File: src/rms_pkg.sv
// shared constants and types for the receiver mode register bank
package rms_pkg;

  ////////////////////////////////////////////////////////////////////////
  // register port
  localparam int unsigned RMS_AW = 8;
  localparam int unsigned RMS_DW = 8;

  localparam logic [RMS_AW-1:0] RMS_MODE_ADDR = 8'h23;
  localparam logic [RMS_AW-1:0] RMS_CPS_ADDR  = 8'h40;
  localparam logic [RMS_AW-1:0] RMS_MASK_ADDR = 8'h41;
  localparam logic [RMS_DW-1:0] RMS_RD_IDLE   = 8'h00;

  ////////////////////////////////////////////////////////////////////////
  // mode register layout, msb first
  typedef struct packed {
    logic       chk_en;      // line checksum check enable
    logic       rate_pick;   // 0 divide by four, 1 divide by two
    logic       audio_auto;  // audio mode from aux codes
    logic       fast;        // high-speed return link
    logic       coax;        // 0 twisted pair, 1 coax
    logic       repeater;    // strapped repeater, read only
    logic [1:0] rsvd;
  } rms_mode_type;

  localparam rms_mode_type RMS_MODE_RST = 8'h20;

  // strap levels of the first mode-select pin
  typedef struct packed {
    logic fast;
    logic coax;
    logic repeater;
  } rms_strap_type;

  ////////////////////////////////////////////////////////////////////////
  // status and mask bits
  localparam int unsigned RMS_ST_W    = 2;
  localparam int unsigned RMS_ST_CHK  = 0;
  localparam int unsigned RMS_ST_RATE = 1;

  ////////////////////////////////////////////////////////////////////////
  // return link rate
  typedef enum logic [1:0] {
    RMS_RATE_DIV4 = 2'h0,
    RMS_RATE_DIV2 = 2'h1,
    RMS_RATE_FAST = 2'h2
  } rms_rate_type;

  localparam int unsigned RMS_CLK_KHZ   = 50000;
  localparam int unsigned RMS_FAST_KBPS = 20000;
  // bit period rounds down: never slower than the nominal fast rate
  localparam int unsigned RMS_FAST_DIV  =
    (RMS_CLK_KHZ / RMS_FAST_KBPS) < 1 ? 1 : RMS_CLK_KHZ / RMS_FAST_KBPS;
  localparam int unsigned RMS_DIV2_SH   = 1;
  localparam int unsigned RMS_DIV4_SH   = 2;

endpackage

File: src/rms_strap_capture.sv
// catches the mode-select strap once after reset release
`timescale 1ns/1ns
`default_nettype none

module rms_strap_capture (
  input  wire logic                   clk_i,
  input  wire logic                   srst_i,
  input  wire rms_pkg::rms_strap_type pin_i,
  output rms_pkg::rms_strap_type      strap_o,
  output logic                        load_o
);
  import rms_pkg::*;

  rms_strap_type strap_q;
  logic          done_q;
  logic          load_q;

  ////////////////////////////////////////////////////////////////////////
  // reset takes constants only; pin is sampled at first free edge
  always_ff @(posedge clk_i) begin
    if (srst_i) begin
      strap_q <= '0;
      done_q  <= 1'b0;
      load_q  <= 1'b0;
    end else if (!done_q) begin
      strap_q <= pin_i;
      done_q  <= 1'b1;
      load_q  <= 1'b1;
    end else begin
      load_q  <= 1'b0;
    end
  end

  assign strap_o = strap_q;
  assign load_o  = load_q;
endmodule // rms_strap_capture

`default_nettype wire

File: src/rms_line_checksum.sv
// per-line byte sum with compare against the appended checksum byte
`timescale 1ns/1ns
`default_nettype none

module rms_line_checksum #(
  parameter int unsigned BW = 8
) (
  input  wire logic          clk_i,
  input  wire logic          srst_i,
  input  wire logic          en_i,
  input  wire logic          byte_vld_i,
  input  wire logic [BW-1:0] byte_i,
  input  wire logic          sum_byte_i,
  output logic               err_o
);

  logic [BW-1:0] sum_q;
  logic          err_q;

  ////////////////////////////////////////////////////////////////////////
  // sum restarts at every line end, checked or not
  always_ff @(posedge clk_i) begin
    if (srst_i) begin
      sum_q <= '0;
    end else if (byte_vld_i && sum_byte_i) begin
      sum_q <= '0;
    end else if (byte_vld_i) begin
      sum_q <= sum_q + byte_i;
    end
  end

  always_ff @(posedge clk_i) begin
    if (srst_i) begin
      err_q <= 1'b0;
    end else begin
      err_q <= en_i && byte_vld_i && sum_byte_i && (byte_i != sum_q);
    end
  end

  assign err_o = err_q;
endmodule // rms_line_checksum

`default_nettype wire

File: src/rms_mode_reg_top.sv
// receiver mode register bank with return link rate and line checks
`timescale 1ns/1ns
`default_nettype none
//
// Operation
// - bit 7 enables checking of the checksum byte after each line
// - checksum mismatches are flagged in the protection status register
// - bit 6 picks return link divide by four (0) or two (1)
// - high-speed bit set makes the divided-rate pick ignored
// - bit 4 runs the return link at the fast rate, 25 Mbps from the 50 MHz clock
// - rate changes may cause brief link errors; not suppressed
// - bit 5, reset one, derives audio mode from aux codes
// - bit 3 selects twisted pair (0) or coax (1) cabling
// - fast, coax and repeater bits load from strap pin one
// - bit 2 is read-only repeater strap indication
//
module rms_mode_reg_top #(
  parameter int unsigned OSCW = 8
) (
  input  wire logic                        clk_i,
  input  wire logic                        srst_i,
  input  wire logic [rms_pkg::RMS_AW-1:0]  addr_i,
  input  wire logic [rms_pkg::RMS_DW-1:0]  wr_data_i,
  input  wire logic                        wr_i,
  input  wire logic                        rd_i,
  output logic      [rms_pkg::RMS_DW-1:0]  rd_data_o,
  input  wire rms_pkg::rms_strap_type      config_strap_pin_one_i,
  input  wire logic [OSCW-1:0]             oscillator_divider_setting_i,
  input  wire logic                        line_byte_vld_i,
  input  wire logic [7:0]                  line_byte_i,
  input  wire logic                        line_sum_byte_i,
  output logic                             line_checksum_check_en_o,
  output logic                             return_link_rate_pick_o,
  output logic                             audio_auto_detect_o,
  output logic                             return_link_fast_o,
  output logic                             coax_mode_o,
  output logic                             repeater_mode_o,
  output rms_pkg::rms_rate_type            return_link_rate_o,
  output logic                             return_link_tick_o,
  output logic                             irq_o
);
  import rms_pkg::*;

  localparam int unsigned CW = OSCW + 3;

  ////////////////////////////////////////////////////////////////////////
  // declarations
  rms_mode_type          mode_q;
  rms_mode_type          wdata;
  rms_strap_type         strap;
  logic                  strap_load;
  logic                  chk_err;
  logic [RMS_ST_W-1:0]   st_q;
  logic [RMS_ST_W-1:0]   st_set;
  logic [RMS_ST_W-1:0]   st_clr;
  logic [RMS_ST_W-1:0]   mask_q;
  logic [RMS_DW-1:0]     rd_q;
  rms_rate_type          rate_q;
  rms_rate_type          rate_d;
  logic [CW-1:0]         cnt_q;
  logic [CW-1:0]         period;
  logic [CW-1:0]         osc_base;
  logic                  tick_q;
  logic                  irq_q;
  logic                  wr_mode;
  logic                  wr_st;
  logic                  wr_mask;

  function automatic logic hit(input logic [RMS_AW-1:0] a,
                               input logic [RMS_AW-1:0] r);
    return a == r;
  endfunction

  assign wdata   = rms_mode_type'(wr_data_i);
  assign wr_mode = wr_i && hit(addr_i, RMS_MODE_ADDR);
  assign wr_st   = wr_i && hit(addr_i, RMS_CPS_ADDR);
  assign wr_mask = wr_i && hit(addr_i, RMS_MASK_ADDR);

  ////////////////////////////////////////////////////////////////////////
  // strap capture and line checker
  rms_strap_capture u_strap (
    .clk_i   (clk_i),
    .srst_i  (srst_i),
    .pin_i   (config_strap_pin_one_i),
    .strap_o (strap),
    .load_o  (strap_load)
  );

  rms_line_checksum #(
    .BW (8)
  ) u_chk (
    .clk_i      (clk_i),
    .srst_i     (srst_i),
    .en_i       (mode_q.chk_en),
    .byte_vld_i (line_byte_vld_i),
    .byte_i     (line_byte_i),
    .sum_byte_i (line_sum_byte_i),
    .err_o      (chk_err)
  );

  ////////////////////////////////////////////////////////////////////////
  // mode register
  // strap load wins over a write in the same cycle; hosts wait for it
  always_ff @(posedge clk_i) begin
    if (srst_i) begin
      mode_q <= RMS_MODE_RST;
    end else if (strap_load) begin
      mode_q.fast     <= strap.fast;
      mode_q.coax     <= strap.coax;
      mode_q.repeater <= strap.repeater;
    end else if (wr_mode) begin
      mode_q.chk_en     <= wdata.chk_en;
      mode_q.rate_pick  <= wdata.rate_pick;
      mode_q.audio_auto <= wdata.audio_auto;
      mode_q.fast       <= wdata.fast;
      mode_q.coax       <= wdata.coax;
    end
  end

  ////////////////////////////////////////////////////////////////////////
  // return link rate
  always_comb begin
    if (mode_q.fast) begin
      rate_d = RMS_RATE_FAST;
    end else if (mode_q.rate_pick) begin
      rate_d = RMS_RATE_DIV2;
    end else begin
      rate_d = RMS_RATE_DIV4;
    end
  end

  // applied at once; the link may see a few errors meanwhile
  always_ff @(posedge clk_i) begin
    if (srst_i) begin
      rate_q <= RMS_RATE_DIV4;
    end else begin
      rate_q <= rate_d;
    end
  end

  assign osc_base = CW'(oscillator_divider_setting_i) + CW'(1);

  always_comb begin
    case (rate_q)
      RMS_RATE_FAST: period = CW'(RMS_FAST_DIV);
      RMS_RATE_DIV2: period = osc_base << RMS_DIV2_SH;
      default:       period = osc_base << RMS_DIV4_SH;
    endcase
  end

  // counter restarts on a rate change so no stretched bit remains
  // compare is >= so a smaller divider never strands the count
  always_ff @(posedge clk_i) begin
    if (srst_i || (rate_d != rate_q)) begin
      cnt_q  <= '0;
      tick_q <= 1'b0;
    end else if (cnt_q >= period - CW'(1)) begin
      cnt_q  <= '0;
      tick_q <= 1'b1;
    end else begin
      cnt_q  <= cnt_q + CW'(1);
      tick_q <= 1'b0;
    end
  end

  ////////////////////////////////////////////////////////////////////////
  // status, mask and interrupt
  always_comb begin
    st_set              = '0;
    st_set[RMS_ST_CHK]  = chk_err;
    st_set[RMS_ST_RATE] = rate_d != rate_q;
    st_clr              = wr_st ? wr_data_i[RMS_ST_W-1:0] : '0;
  end

  // set beats clear so no event is lost
  always_ff @(posedge clk_i) begin
    if (srst_i) begin
      st_q <= '0;
    end else begin
      st_q <= (st_q & ~st_clr) | st_set;
    end
  end

  always_ff @(posedge clk_i) begin
    if (srst_i) begin
      mask_q <= '0;
    end else if (wr_mask) begin
      mask_q <= wr_data_i[RMS_ST_W-1:0];
    end
  end

  always_ff @(posedge clk_i) begin
    if (srst_i) begin
      irq_q <= 1'b0;
    end else begin
      irq_q <= |(st_q & mask_q);
    end
  end

  ////////////////////////////////////////////////////////////////////////
  // read port, data valid only in the cycle after the strobe
  always_ff @(posedge clk_i) begin
    if (srst_i || !rd_i) begin
      rd_q <= RMS_RD_IDLE;
    end else if (hit(addr_i, RMS_MODE_ADDR)) begin
      rd_q <= {mode_q[RMS_DW-1:2], 2'h0};
    end else if (hit(addr_i, RMS_CPS_ADDR)) begin
      rd_q <= RMS_DW'(st_q);
    end else if (hit(addr_i, RMS_MASK_ADDR)) begin
      rd_q <= RMS_DW'(mask_q);
    end else begin
      rd_q <= RMS_RD_IDLE;
    end
  end

  ////////////////////////////////////////////////////////////////////////
  // outputs
  assign rd_data_o                = rd_q;
  assign line_checksum_check_en_o = mode_q.chk_en;
  assign return_link_rate_pick_o  = mode_q.rate_pick;
  assign audio_auto_detect_o      = mode_q.audio_auto;
  assign return_link_fast_o       = mode_q.fast;
  assign coax_mode_o              = mode_q.coax;
  assign repeater_mode_o          = mode_q.repeater;
  assign return_link_rate_o       = rate_q;
  assign return_link_tick_o       = tick_q;
  assign irq_o                    = irq_q;
endmodule // rms_mode_reg_top

`default_nettype wire

File: config.mk
export PLATFORM = sky130hd
export DESIGN_NAME = rms_mode_reg_top
export DESIGN_NICKNAME = d
export VERILOG_FILES = /design/src/rms_pkg.sv /design/src/rms_strap_capture.sv /design/src/rms_line_checksum.sv /design/src/rms_mode_reg_top.sv
export SDC_FILE = /design/constraint.sdc
export NUM_CORES = 1
export LEC_CHECK = 0
export BUFFER_PORTS_ARGS = -buffer_cell sky130_fd_sc_hd__buf_2
export CAP_MARGIN = 20
export CORE_MARGIN = 2
export CORE_UTILIZATION = 55
export CTS_CLUSTER_SIZE = 16
export DETAILED_ROUTE_END_ITERATION = 12
export HOLD_SLACK_MARGIN = 0.06
export PLACE_DENSITY = 0.83
export REMOVE_ABC_BUFFERS = 1
export SYNTH_ARGS = -nofsm -noshare
export SYNTH_HDL_FRONTEND = slang
export SYNTH_SLANG_ARGS = --single-unit
File: constraint.sdc
create_clock -name clk_i -period 4.35 [get_ports clk_i]
set_input_delay 0.2175 -clock clk_i [delete_from_list [all_inputs] [get_ports clk_i]]
set_output_delay 0.2175 -clock clk_i [all_outputs]
set_load 0.005 [all_outputs]
==> results of run 1 <==
[area by class of cell]
cell class / instances / area [µm²] / share of cell area, %
multi-input cells: 243 / 1720 / 53.4
flip-flops and latches: 47 / 941 / 29.2
repair buffers: 59 / 300 / 9.31
well taps: 67 / 83.8 / 2.60
clock buffers: 5 / 68.8 / 2.13
inverters: 17 / 63.8 / 1.98
clock inverters: 3 / 46.3 / 1.44
[routing by layer]
| layer | track usage, % | wire length (µm) |
|---|---|---|
| met5 | 0 | 0 |
| met4 | 7.14 | 70 |
| met3 | 4.02 | 264 |
| met2 | 39.4 | 2930 |
| met1 | 28.5 | 2680 |
[final timing paths]
kind	startpoint	endpoint	slack, ns
worst min-delay path	wr_data_i[5]	audio_auto_detect_o	0.12
worst max register to register	return_link_rate_o[0]	cnt_q[7]	0.82
worst min register to register	u_chk.err_o	st_q[0]	0.44
worst max-delay path	return_link_rate_o[0]	cnt_q[7]	0.82
[report_power, final]
group	switching, mW	internal, mW	total, mW	leakage, nW
combinational	0.0878	0.0715	0.159	1.05
sequential	0.0139	0.445	0.458	0.382
clock	0.162	0.173	0.335	0.0548
total	0.264	0.689	0.953	1.48
[registers in the layout (all words and copies together), names as in the netlist, 2 cells and up]
name and flops:
cnt_q 11, rd_data_o 8, u_chk.sum_q 8, u_strap.strap_o 3, mask_q 2, return_link_rate_o 2
st_q 2
[worst min-delay path, cell delays in order]
cell and delay (ns):
buf_2 0.07, mux2i_1 0.06, nand2_1 0.06
[layout by cell type (no fill, tap or decap), drive strengths merged, types with 2 or more instances in the layout]
master  Yosys  final
nor2b       5      5
a21o        5      5
clkinv      2      2
nand3      14     14
o21ai      10     10
xor2       11     11
o22ai       2      2
o21a        2      2
a21oi      16     16
a211oi      2      2
and2        6      6
nor3        6      6
nand3b      2      2
nand4       8      8
nor3b       3      3
mux2i      14     14
a31oi       4      4
xnor2      15     15
o311ai      2      2
nor4        6      6
dfxtp      47     47
inv        15     16
a22oi       4      4
nor2       48     48
buf         2     59
o211ai      2      2
nand2      17     17
clkbuf      3      5
and3        4      4
ha         22     22
[cell families (layout without fill, tap and decap cells)]
| logic type | Yosys count | in the layout | share of synthesized area, % |
|---|---|---|---|
| simple gates | 124 | 124 | 23.4 |
| compound gates | 56 | 56 | 15.0 |
| flops | 47 | 47 | 34.2 |
| xor+xnor | 26 | 26 | 8.27 |
| fa+ha+maj | 23 | 23 | 10.7 |
| buf+inv | 22 | 84 | 3.32 |
| mux | 14 | 14 | 5.09 |
[stage by stage]
step / total power, mW / hold WS, ns / instance area (µm²) / instances
detailed placement: 0.625 / 0.432 / 3110 / 433
floorplan: 0.570 / 0.284 / 2730 / 307
global route: 0.991 / 0.132 / 3230 / 441
CTS: 0.953 / 0.128 / 3230 / 441
global placement: 0.619 / 0.418 / 3110 / 433
finish: 0.953 / 0.124 / 3230 / 441
==> flow_metrics.py, run 1 <==
metrics = {
    "setup_path": {
        "arrival_ns": 3.78,
        "worstPathRequired_ns": 4.60,
        "cp-start-kind": "flop",
        "end_kind": "flop",
        "reg2reg_depth": 16,
        "critical_path.top_delay_family": "compound AO/OA/AOI/OAI gates",
        "cp_max_fo": 10,
        "path_cells": "inv_1 > ha_1 > nor2b_1 > a22oi_4 > a21boi_4 > nand3_2 > nor2_1 > xnor2_1 > ha_1 > a21o_1 > a21oi_1 > nor2b_1 > nor4_1 > o21ai_0 > buf_4 > nor2_1",
        "slowest_delay_ns": 0.57,
        "cp_num_cells": 16,
        "slowest_stage": "ha_1",
        "cp_num_buf_inv": 2,
        "worstSetupPathType": "reg -> reg",
    },
    "yosys": {
        "synth.top_cell.area_share_pct": 34.2,
        "synth-warning-count": 0,
        "async_reset_ff_share_pct": 0,
        "yosysMostFrequentCell": "nor2_1",
        "synth_cells": 312,
        "ys.flop_type": "dfxtp_1",
        "synth_top_area_cell": "dfxtp_1",
        "synthTopCellsByCount": "nor2_1, dfxtp_1, ha_1",
        "synth.distinct_cells": 52,
        "avgSynthCellArea_um2": 8.83,
        "syn_area_mm2": 0.00275,
        "ys_seq_area_share_pct": 34.2,
        "synthTopCellsByArea": "dfxtp_1, ha_1, nor2_1",
        "synth_seq_cells": 47,
        "synth_edf_count": 0,
    },
    "sta": {
        "slew_headroom_pct": 65.9,
        "setup_violations": 0,
        "fin_setup_tns_ns": 0,
        "hold_viol_final": 0,
        "skew_ns": 0.00621,
        "fmax_mhz": 283,
        "rsz0062_at_grt": "false",
        "min_period_ns": 3.53,
        "min_period_over_period_pct": 81.1,
        "finalWorstSetupSlack_ns": 0.823,
        "worst_pin_slew_ns": 0.507,
        "finalMaxSlewViolations": 0,
    },
    "clock_network": {
        "clock_latency_ns": 0.31,
        "post_cts_buffers": 0,
        "htreeDepth": 2,
        "cts_buffer_depth": 2,
        "postCtsHoldBufs": 0,
        "cts_buffers": 5,
        "cts_tree": "built",
        "clk_pin_slew_ns": 0.10,
        "cts_resized": 0,
        "root_buffer": "clkbuf_8",
        "cts_sinks": 47,
    },
    "global_routing": {
        "grt_usage_pct": 22.6,
        "grt-ovfl-total": 0,
        "grt_pass1_wl_mm": 9.82,
        "grt_pass1_vias": 2252,
        "grt_max_degree": 22,
        "antenna_found_initial": 0,
    },
    "cells_and_area": {
        "post-route-util_pct": 67.4,
        "fin_nets": 437,
        "nFillCells": 399,
        "syn2layout_area_growth_pct": 17.1,
        "diodes": 0,
        "drive_gt1_share_pct": 21.9,
    },
    "drt": {
        "drt_iter0_markers": 82,
        "routed_wl_mm": 5.94,
        "route.detailed.drc": 0,
        "first_pass_iters": 4,
        "wl_per_cell_um": 13.5,
        "drt-vias-per-instance": 5.39,
        "ant_nets": 0,
        "vias": 2375,
    },
    "placement": {
        "globalplace.congestion": 0.903,
        "portBuffers": 57,
        "place_hpwl_mm": 4.64,
        "place_ws_ns": 0.892,
    },
    "floorplan": {
        "start_util_pct": 57.5,
        "ios": 59,
        "die_x_um": 74.8,
        "core_mm2": 0.00479,
        "dieArea_mm2": 0.00559,
        "die_y_um": 74.8,
        "rows": 25,
    },
    "job": {
        "cap_violations": 0,
    },
    "hold_path": {
        "hold_class": "in -> reg",
        "whs_path_depth": 3,
    },
    "status": {
        "run_status": "finished, final reports clean",
    },
    "pwr": {
        "ir_worst_vdd_v": 0.000250,
        "power.leakage_nw": 1.48,
        "pwr_density_cell_mw_per_mm2": 295,
    },
}
(Power assumes the default switching activity.)
==> run 2: changes to the inputs <==
==> constraint.sdc (replaced) <==
create_clock -name clk_i -period 3.5 [get_ports clk_i]
set_input_delay 0.175 -clock clk_i [delete_from_list [all_inputs] [get_ports clk_i]]
set_output_delay 0.175 -clock clk_i [all_outputs]
set_load 0.005 [all_outputs]
==> run 2 against run 1 <==
  * Setup slack got worse by 0.68 ns
  * Largest power group unchanged
  * Combinational power grew 24%
  * Clock power shrank 2%
  * Power rose by 15%
  * Core utilization shrank 0.34 points
  * Sequential power is 24% higher
==> flow_metrics.py, run 2 (synthesized netlist as in run 1, its figures left out) <==
metrics = {
    "status": {
        "run_status": "finished, final reports clean",
    },
    "drt": {
        "drt-vias-per-instance": 5.51,
        "route.detailed.drc": 0,
        "routed_wl_mm": 6.07,
        "vias": 2432,
        "wl_per_cell_um": 13.8,
        "drt_iter0_markers": 67,
        "first_pass_iters": 4,
        "ant_nets": 0,
    },
    "clock_network": {
        "clock_latency_ns": 0.30,
        "cts_buffer_depth": 2,
        "htreeDepth": 2,
        "clk_pin_slew_ns": 0.09,
        "cts_tree": "built",
        "cts_sinks": 47,
        "cts_buffers": 5,
        "root_buffer": "clkbuf_8",
    },
    "setup_path": {
        "end_kind": "flop",
        "cp_max_fo": 11,
        "worstSetupPathType": "reg -> reg",
        "worstPathRequired_ns": 3.73,
        "cp-start-kind": "flop",
        "arrival_ns": 3.59,
    },
    "sta": {
        "setup_violations": 0,
        "slew_headroom_pct": 63.4,
        "min_period_over_period_pct": 96.0,
        "skew_ns": 0.00416,
        "worst_pin_slew_ns": 0.545,
        "fmax_mhz": 298,
        "hold_viol_final": 0,
        "min_period_ns": 3.36,
        "finalMaxSlewViolations": 0,
    },
    "floorplan": {
        "rows": 25,
        "core_mm2": 0.00479,
        "die_x_um": 74.8,
        "start_util_pct": 57.5,
        "die_y_um": 74.8,
        "dieArea_mm2": 0.00559,
        "ios": 59,
    },
    "pwr": {
        "power.leakage_nw": 1.47,
        "ir_worst_vdd_v": 0.000402,
        "pwr_density_cell_mw_per_mm2": 341,
        "total_power_mw": 1.09,
    },
    "placement": {
        "place_hpwl_mm": 4.63,
        "portBuffers": 57,
        "place_inst": 433,
        "globalplace.congestion": 0.893,
    },
    "global_routing": {
        "grt-ovfl-total": 0,
        "grt_pass1_wl_mm": 9.78,
        "grt_max_degree": 22,
        "antenna_found_initial": 0,
        "grt_pass1_vias": 2280,
        "grt_usage_pct": 22.6,
    },
    "cells_and_area": {
        "largest_reg_flops": 11,
        "final_cell_mix": "buf_2, nor2_1, dfxtp_1",
        "fin_nets": 437,
        "drive_gt1_share_pct": 22.7,
        "fin_cells": 441,
        "regArea_um2": 943,
        "diodes": 0,
        "final_common_cell": "buf_2",
        "multi_input_comb_area_mm2": 0.00173,
        "syn2layout_area_growth_pct": 16.5,
        "nFillCells": 413,
        "regMostFlops": "cnt_q",
    },
    "job": {
        "cap_violations": 0,
    },
    "hold_path": {
        "hold_class": "in -> reg",
    },
}
run 2: where the power goes:
| part | leakage (nW) | switching (mW) | internal [mW] |
|---|---|---|---|
| sequential | 0.383 | 0.0167 | 0.552 |
| combinational | 1.05 | 0.109 | 0.0882 |
| clock | 0.0418 | 0.184 | 0.144 |
run 2: worst paths after layout:
check / from / endpoint / slack (ns) / cells after the start
max: return_link_rate_o[0] / cnt_q[10] / 0.14 / 16
min: wr_data_i[5] / audio_auto_detect_o / 0.1 / 3
min reg2reg: u_chk.err_o / st_q[0] / 0.46 / 2
max reg2reg: return_link_rate_o[0] / cnt_q[10] / 0.14 / 16
run 2: per-layer routing:
metal	up-vias	track usage, %	part of all wire (%)
met5	-	0	0
met4	0	8.93	1.5
met3	8	3.88	3.1
met2	53	42.0	52
met1	1141	25.5	43
li1	1230	-	-
run 2: per-stage QoR:
step	worst slack, ns	util (%)	TNS, ns	cell area [µm²]	hold WS (ns)
3_5_place_dp	0.0839	65.0	0	3110	0.406
5_1_grt	-0.00763	67.1	-0.0144	3210	0.116
4_1_cts	0.0282	66.8	0	3200	0.0962
3_3_place_gp	0.392	65.0	0	3110	0.393
2_1_floorplan	0.187	-	0	2730	0.242
6_report	0.142	67.1	0	3210	0.0999
run 2: timing repair:
| item | in CTS | in global routing |
|---|---|---|
| setup endpoints to repair | 0 | 11 |
| setup buffers | 0 | 0 |
| hold buffers | 0 | 0 |
| resized for setup | 0 | 6 |
run 2: layout make-up:
type                    count  area share, %
well taps                  67           2.61
repair buffers             59           9.36
flip-flops and latches     47           29.4
multi-input cells         243           53.8
clock inverters             2          0.507
clock buffers               6           2.26
inverters                  17           2.07
run 2: worst max-delay path, cell delays in order (launching register included):
cell and delay [ns]:
dfxtp_2 0.37, inv_1 0.07, ha_2 0.33, buf_4 0.19, a22oi_4 0.20, a21boi_4 0.23
nand3_2 0.13, nor2_1 0.15, xnor2_1 0.13, ha_1 0.27, a21o_1 0.19, a21oi_1 0.20
nor2b_1 0.11, nor4_1 0.23, o21ai_0 0.15, buf_4 0.20, nor2_1 0.12
